==> src/rtl/iacs_params.svh <==
// Constants of the incremental converter sequencer.
`ifndef IACS_PARAMS_SVH
`define IACS_PARAMS_SVH
`define IACS_OSC_HZ 4000000
`define IACS_CLK_HZ 125000000
`define IACS_OSC_DIV ((`IACS_CLK_HZ) / (`IACS_OSC_HZ))
`define IACS_FS_BASE_DIV 64
`define IACS_OSR_LOG_BASE 3
`define IACS_RES_MAX 16
`define IACS_RES_MIN 6
`define IACS_POS_MAX 16'h7fff
`define IACS_NEG_MAX 16'h8000
`define IACS_RESULT_RST 16'h0000
`endif

==> src/rtl/iacs_pkg.sv <==
// Types shared by the incremental converter sequencer.
package iacs_pkg;
	typedef struct packed {
		logic [1:0] rate_select;
		logic [2:0] ratio_select;
		logic [1:0] elementary_count_select;
		logic continuous;
	} iacs_cfg_t;
	typedef enum logic [1:0] {
		IACS_IDLE = 2'b00,
		IACS_INTEG = 2'b01,
		IACS_QUANT = 2'b10
	} iacs_state_t;
endpackage

==> src/rtl/iacs_sequencer.sv <==
// Conversion sequencer of an incremental oversampling converter.
`timescale 1ns/1ns
`include "iacs_params.svh"

// Overview of operation
// - Two-bit rate select picks 62.5 to 500 kHz.
// - Oversampling clock divided from internal 4 MHz.
// - Ratio equals two to three plus field.
// - Elementary conversions equal two to count field.
// - Resolution is twice log2 ratio plus log2 count.
// - Effective resolution capped at sixteen bits.
// - Conversion lasts count times ratio-plus-one, plus one.
// - Start or default trigger begins new conversion.
// - Alternate offset polarity and average elementary results.
// - Continuous mode restarts; on-request waits for start.
// - Result is saturated two's complement word.
module iacs_sequencer #(
	parameter int SAMPLE_W = 18
) (
	input wire logic i_ref_clk,
	input wire logic i_rst,
	input wire iacs_pkg::iacs_cfg_t i_cfg,
	input wire logic i_start,
	input wire logic i_default_trigger,
	input wire logic signed [SAMPLE_W-1:0] i_elem_sample,
	output logic o_osc_tick,
	output logic o_fs_tick,
	output logic o_busy,
	output logic o_offset_polarity,
	output logic o_integrate,
	output logic o_elem_done,
	output logic [4:0] o_resolution,
	output logic [15:0] o_conversion_result,
	output logic o_conv_done
);
	import iacs_pkg::*;

	// -------------------------------------------------------------
	// Functions
	// -------------------------------------------------------------

	// Resolution in bits from ratio and count codes.
	function automatic logic [4:0] res_of(input logic [2:0] r, input logic [1:0] n);
		logic [4:0] t;
		t = 5'((5'(r) + 5'(`IACS_OSR_LOG_BASE)) * 5'd2 + 5'(n));
		res_of = (t > 5'(`IACS_RES_MAX)) ? 5'(`IACS_RES_MAX) : t;
	endfunction

	// Saturate a wide signed value to sixteen bits.
	function automatic logic [15:0] sat16(input logic signed [SAMPLE_W+3:0] v);
		if (v > $signed((SAMPLE_W+4)'(`IACS_POS_MAX)))
			sat16 = `IACS_POS_MAX;
		else if (v < -$signed((SAMPLE_W+4)'(`IACS_NEG_MAX)))
			sat16 = `IACS_NEG_MAX;
		else
			sat16 = v[15:0];
	endfunction

	// -------------------------------------------------------------
	// Clock dividers
	// -------------------------------------------------------------

	logic [5:0] osc_cnt_r, osc_cnt_nxt;
	logic [9:0] fs_cnt_r, fs_cnt_nxt;
	logic osc_tick, fs_tick;
	logic [9:0] fs_div;

	// Internal 4 MHz tick, then oversampling tick divided from it.
	always_comb begin
		osc_tick = (osc_cnt_r == 6'(`IACS_OSC_DIV - 1));
		osc_cnt_nxt = osc_tick ? 6'h00 : osc_cnt_r + 6'h01;
		fs_div = 10'(`IACS_FS_BASE_DIV) >> i_cfg.rate_select;
		fs_tick = osc_tick && (fs_cnt_r >= fs_div - 10'h001); // A faster rate must not strand the count.
		fs_cnt_nxt = fs_cnt_r;
		if (osc_tick)
			fs_cnt_nxt = fs_tick ? 10'h000 : fs_cnt_r + 10'h001;
	end

	// Register the divider counts.
	always_ff @(posedge i_ref_clk) begin
		if (i_rst) begin
			osc_cnt_r <= 6'h00;
			fs_cnt_r <= 10'h000;
		end else begin
			osc_cnt_r <= osc_cnt_nxt;
			fs_cnt_r <= fs_cnt_nxt;
		end
	end

	// -------------------------------------------------------------
	// Sequencer
	// -------------------------------------------------------------

	iacs_state_t state_r, state_nxt;
	iacs_cfg_t cfg_r, cfg_nxt;
	logic [10:0] per_cnt_r, per_cnt_nxt;
	logic [3:0] elem_cnt_r, elem_cnt_nxt;
	logic pol_r, pol_nxt;
	logic pend_r, pend_nxt;
	logic signed [SAMPLE_W+3:0] acc_r, acc_nxt;
	logic [15:0] result_r, result_nxt;
	logic done_r, done_nxt;
	logic elem_done_r, elem_done_nxt;
	logic [4:0] res_r, res_nxt;
	logic [10:0] osr_len;
	logic [3:0] nel_len;
	logic trig;
	logic signed [SAMPLE_W+3:0] term;

	// Next state of the conversion sequence.
	always_comb begin
		trig = i_start | i_default_trigger;
		osr_len = 11'd1 << (4'(cfg_r.ratio_select) + 4'(`IACS_OSR_LOG_BASE)); // Four bits reach ten.
		nel_len = 4'd1 << cfg_r.elementary_count_select;
		term = pol_r ? -(SAMPLE_W+4)'(i_elem_sample) : (SAMPLE_W+4)'(i_elem_sample);
		state_nxt = state_r;
		cfg_nxt = cfg_r;
		per_cnt_nxt = per_cnt_r;
		elem_cnt_nxt = elem_cnt_r;
		pol_nxt = pol_r;
		pend_nxt = pend_r | trig;
		acc_nxt = acc_r;
		result_nxt = result_r;
		done_nxt = 1'b0;
		elem_done_nxt = 1'b0;
		unique case (state_r)
			IACS_IDLE: begin
				if (fs_tick && pend_r) begin
					state_nxt = IACS_INTEG;
					cfg_nxt = i_cfg;
					per_cnt_nxt = 11'h000;
					elem_cnt_nxt = 4'h0;
					pol_nxt = 1'b0;
					acc_nxt = '0;
					pend_nxt = trig;
				end
			end
			IACS_INTEG: begin
				// Each elementary conversion spans ratio plus one periods.
				if (fs_tick) begin
					if (per_cnt_r == osr_len) begin
						per_cnt_nxt = 11'h000;
						acc_nxt = acc_r + term;
						pol_nxt = ~pol_r;
						elem_done_nxt = 1'b1;
						if (elem_cnt_r == nel_len - 4'h1)
							state_nxt = IACS_QUANT;
						else
							elem_cnt_nxt = elem_cnt_r + 4'h1;
					end else begin
						per_cnt_nxt = per_cnt_r + 11'h001;
					end
				end
			end
			IACS_QUANT: begin
				// One final quantization period, then the averaged result.
				if (fs_tick) begin
					result_nxt = sat16(acc_r >>> cfg_r.elementary_count_select);
					done_nxt = 1'b1;
					if (cfg_r.continuous) begin
						state_nxt = IACS_INTEG;
						cfg_nxt = i_cfg;
						per_cnt_nxt = 11'h000;
						elem_cnt_nxt = 4'h0;
						pol_nxt = 1'b0;
						acc_nxt = '0;
						pend_nxt = trig;
					end else begin
						state_nxt = IACS_IDLE;
					end
				end
			end
			default: state_nxt = IACS_IDLE;
		endcase
		res_nxt = res_of(cfg_nxt.ratio_select, cfg_nxt.elementary_count_select);
	end

	// Register the sequencer state and the held result.
	always_ff @(posedge i_ref_clk) begin
		if (i_rst) begin
			state_r <= IACS_IDLE;
			cfg_r <= '0;
			per_cnt_r <= 11'h000;
			elem_cnt_r <= 4'h0;
			pol_r <= 1'b0;
			pend_r <= 1'b0;
			acc_r <= '0;
			result_r <= `IACS_RESULT_RST;
			done_r <= 1'b0;
			elem_done_r <= 1'b0;
			res_r <= 5'(`IACS_RES_MIN);
		end else begin
			state_r <= state_nxt;
			cfg_r <= cfg_nxt;
			per_cnt_r <= per_cnt_nxt;
			elem_cnt_r <= elem_cnt_nxt;
			pol_r <= pol_nxt;
			pend_r <= pend_nxt;
			acc_r <= acc_nxt;
			result_r <= result_nxt;
			done_r <= done_nxt;
			elem_done_r <= elem_done_nxt;
			res_r <= res_nxt;
		end
	end

	// -------------------------------------------------------------
	// Outputs
	// -------------------------------------------------------------

	// Status and timing outputs.
	assign o_osc_tick = osc_tick;
	assign o_fs_tick = fs_tick;
	assign o_busy = (state_r != IACS_IDLE);
	assign o_offset_polarity = pol_r;
	assign o_integrate = (state_r == IACS_INTEG);
	assign o_elem_done = elem_done_r;
	assign o_resolution = res_r;
	assign o_conversion_result = result_r;
	assign o_conv_done = done_r;
endmodule

==> config.mk <==
export PLATFORM = sky130hd
export DESIGN_NAME = iacs_sequencer
export DESIGN_NICKNAME = d
export VERILOG_FILES = /design/src/rtl/iacs_pkg.sv /design/src/rtl/iacs_sequencer.sv
export VERILOG_INCLUDE_DIRS = /design/src /design/src/rtl
export SDC_FILE = /design/constraint.sdc
export NUM_CORES = 1
export LEC_CHECK = 0
export BUFFER_PORTS_ARGS = -buffer_cell sky130_fd_sc_hd__buf_2
export CAP_MARGIN = 20
export CORE_MARGIN = 2
export CORE_UTILIZATION = 40
export DETAILED_ROUTE_END_ITERATION = 10
export SETUP_SLACK_MARGIN = 0.1
export SLEW_MARGIN = 20
export SYNTH_ARGS = -nofsm -noshare
export SYNTH_HDL_FRONTEND = slang
export SYNTH_SLANG_ARGS = --single-unit
==> constraint.sdc <==
create_clock -name i_ref_clk -period 4.5 [get_ports i_ref_clk]
set_clock_uncertainty 0.15 [all_clocks]
set_input_delay 0.675 -clock i_ref_clk [delete_from_list [all_inputs] [get_ports i_ref_clk]]
set_output_delay 0.675 -clock i_ref_clk [all_outputs]
set_load 0.02 [all_outputs]
==> results.yml <==
layout:
  fin_nets: 782
  final_cell_mix: "86 x dfxtp_1, 68 x nand2_1, 57 x buf_2"
  diodes: 0
  area_growth_pct: 14.8
  final_util_pct: 46.5
  layout_commonest_cell: "dfxtp_1"
  stdcell_area_um2: 6400
  drive_gt1_share_pct: 18.4
critical_path:
  crit_top_cell: "a21o_1"
  crit_buf_inv: 3
  path_cells: "buf_2 -> or4_4 -> or3_1 -> or3_4 -> buf_4 -> nand2_1 -> xnor2_1 -> ha_1 -> a21o_1 -> a21o_1 -> a21o_1 -> a21oi_1 -> inv_1 -> o21a_1 -> or3_1 -> a32o_1"
  critPathMaxFanout: 3
  cp_data_required_time_ps: 4590
  cp.arrival_ps: 4180
  start_kind: "input pin"
  worst_path_max_delay_cell: "or4_4"
  end_kind: "flop"
  path_delay_family: "simple AND/OR/NAND/NOR gates"
  r2r_end: "acc_r[18]"
  r2r-start: "o_offset_polarity"
  critPathKind: "input pin to flop"
  crit_path_max_incr_delay_ps: 530
  ff2ff_setup_slack_ps: 970
  ff2ff_path_depth: 11
global_routing:
  grt_overflow: 0
  grt_pass1_vias: 4499
  grt_usage_pct: 17.7
  grt_pass1_wl_mm: 21.3
  antenna_found_initial: 0
  grt_max_degree: 52
die:
  core_um2: 13800
  fp.dieArea_um2: 14900
  ios: 58
  die_h_um: 122
  fp.dieW_um: 122
  initial_utilization_pct: 40.5
  core.rowCount: 43
clock_network:
  cts_buffer_depth: 2
  ctsRootBufferMaster: "clkbuf_16"
  numCtsBuffers: 9
  htreeDepth: 3
  post_cts_resize_count: 0
  path_clk_slew_ps: 70
  cts_tree: "yes"
  cts.sinks: 86
  cts_setup_buffers: 0
  worstSkewPairLatency_ps: 340
  holdBufCountCts: 0
job:
  cap_viol_max_count: 0
timing:
  slew_headroom_pct: 41.3
  finalWorstSetupSlack_ps: 403
  post-route-min-period_ps: 4100
  drv_slew: 0
  hold_ws_ps: 298
  finalHoldViolations: 0
  rsz0062_at_grt: "false"
  max_freq_mhz: 244
  finalSetupViolCount: 0
  worst_slew_pin_slew_ps: 880
  finalCritPeriodShare_pct: 91.0
yosys:
  syn_area_um2: 5580
  yosysWarnings: 0
  ys_ff_latch: 86
  synth_nets: 725
  synth.distinct_cells: 70
  syn_avg_cell_area_um2: 8.44
  synth_ff_type: "dfxtp_1"
  ys_async_sr_fraction_pct: 0
  synth_cells: 661
  synth-edff-count: 0
  seq_area_frac_synth_pct: 30.9
drt:
  ant_nets: 0
  drt_iter0_markers: 210
  vias: 4923
  drc_errors: 0
  wirelength_mm: 12.8
  dr.pass1.iters: 5
  viasPerCell: 5.45
  wl_per_cell_um: 14.1
power:
  leakagePower_uw: 0.00251
  power.total_uw: 1590
  power.density_nw_per_um2: 248
  ir_worst_vdd_uv: 162
hold_path:
  hold-path-cell-count: 2
  min-delay-start: "o_conversion_result[1]"
  hold_path.class: "flop to flop"
  min_to: "o_conversion_result[1]"
placement:
  pre_cts_ws_ps: -107
  place.gp.congestion: 0.907
  hpwl_mm: 9.98
  port_buffers: 57
  placed_area_um2: 6110
outcome:
  status: "completed"
[layout make-up]
cell class                      count  area, um2
Sequential cell                    86       1720
Clock inverter                      7       62.6
Timing Repair Buffer               75        420
Tap cell                          180        225
Clock buffer                        9        225
Multi-Input combinational cell    520       3650
Inverter                           26       97.6
Fill cell                        1377       7370
[cells in the mapped netlist, drive strengths merged (4+ instances only)]
cell    count  area (um2)
nand2b     13        81.3
a21o        9        67.6
a21oi      49         249
mux2        4        45.0
mux4       13         293
nor2       53         199
o211ai     12        90.1
ha         33         413
nor2b       6        37.5
and2        8        50.1
xor2       20         175
clkbuf     24        90.1
nor3       17        85.1
o21ai      44         235
nand2      69         275
o22ai       7        43.8
o32ai       4        35.0
xnor2      28         245
o31ai       9        67.6
a31oi       6        37.5
or2         9        56.3
nand4       7        43.8
mux2i      10         116
nand3      10        50.1
a211oi     13        97.6
dfxtp      86        1720
or4         5        41.3
buf         5        31.3
or3        11        73.8
inv        25        93.8
and3        8        50.1
[per-layer routing]
layer	vias up	wire [um]	track usage [%]
met5	-	0	0
met4	0	239	6.39
met3	16	430	1.69
met2	99	5790	28.6
met1	2279	6300	24.5
li1	2529	-	-
[flip-flops by register name, indices dropped and copies added (netlist names)]
register and count:
o_conversion_result 16, pend_r 1, state_r 2, cfg_r 6, o_conv_done 1, elem_cnt_r 4
osc_cnt_r 6, per_cnt_r 11, o_offset_polarity 1, acc_r 22, fs_cnt_r 10, o_elem_done 1
o_resolution 5
[worst register-to-register path: stages, from the launching register on]
cell	delay (ps)
dfxtp_1	680
nand2b_1	150
xnor2_1	160
ha_1	330
nor2b_1	150
o21ai_0	200
a21oi_1	180
o41ai_2	430
a211oi_1	220
o21a_1	230
or3_1	300
a32o_1	260
[worst max-delay path by stage]
| stage | start | end | slack, ps | depth (start not counted) |
|---|---|---|---|---|
| 6_report | i_elem_sample[8] | acc_r[18] | 400 | 16 |
| 5_1_grt | i_elem_sample[8] | acc_r[21] | 160 | 15 |
| 4_1_cts | i_elem_sample[8] | acc_r[21] | 250 | 16 |
| 3_5_place_dp | i_elem_sample[8] | acc_r[21] | -110 | 16 |
| 3_3_place_gp | i_elem_sample[8] | acc_r[21] | 10 | 15 |
| 2_1_floorplan | i_elem_sample[8] | acc_r[21] | 160 | 14 |
[cells by family (layout without fill, tap and decap cells)]
group                      Yosys count  after routing  share of synthesized area, %
DFF                                 86             86                          30.9
xor gates and xnor gates            48             48                          7.53
AOI/OAI and AO/OA                  179            179                          20.8
adders and majority gates           34             34                          7.76
and+or+nand+nor                    232            232                          21.0
muxes                               27             27                          8.14
buffers and inverters               55            117                          3.92
[power by group]
part | leakage, uW | internal (uW) | switching, uW | total (uW)
Combinational | 0.00167 | 40.8 | 53.5 | 94.3
Sequential | 0.000693 | 764 | 3.62 | 767
Clock | 0.000145 | 389 | 336 | 725
[metrics by stage]
step           instances  setup TNS, ps
6_report             903              0
2_1_floorplan        661              0
3_3_place_gp         887              0
5_1_grt              903              0
4_1_cts              903              0
3_5_place_dp         887           -107
Power figures use the tool's default switching activity.
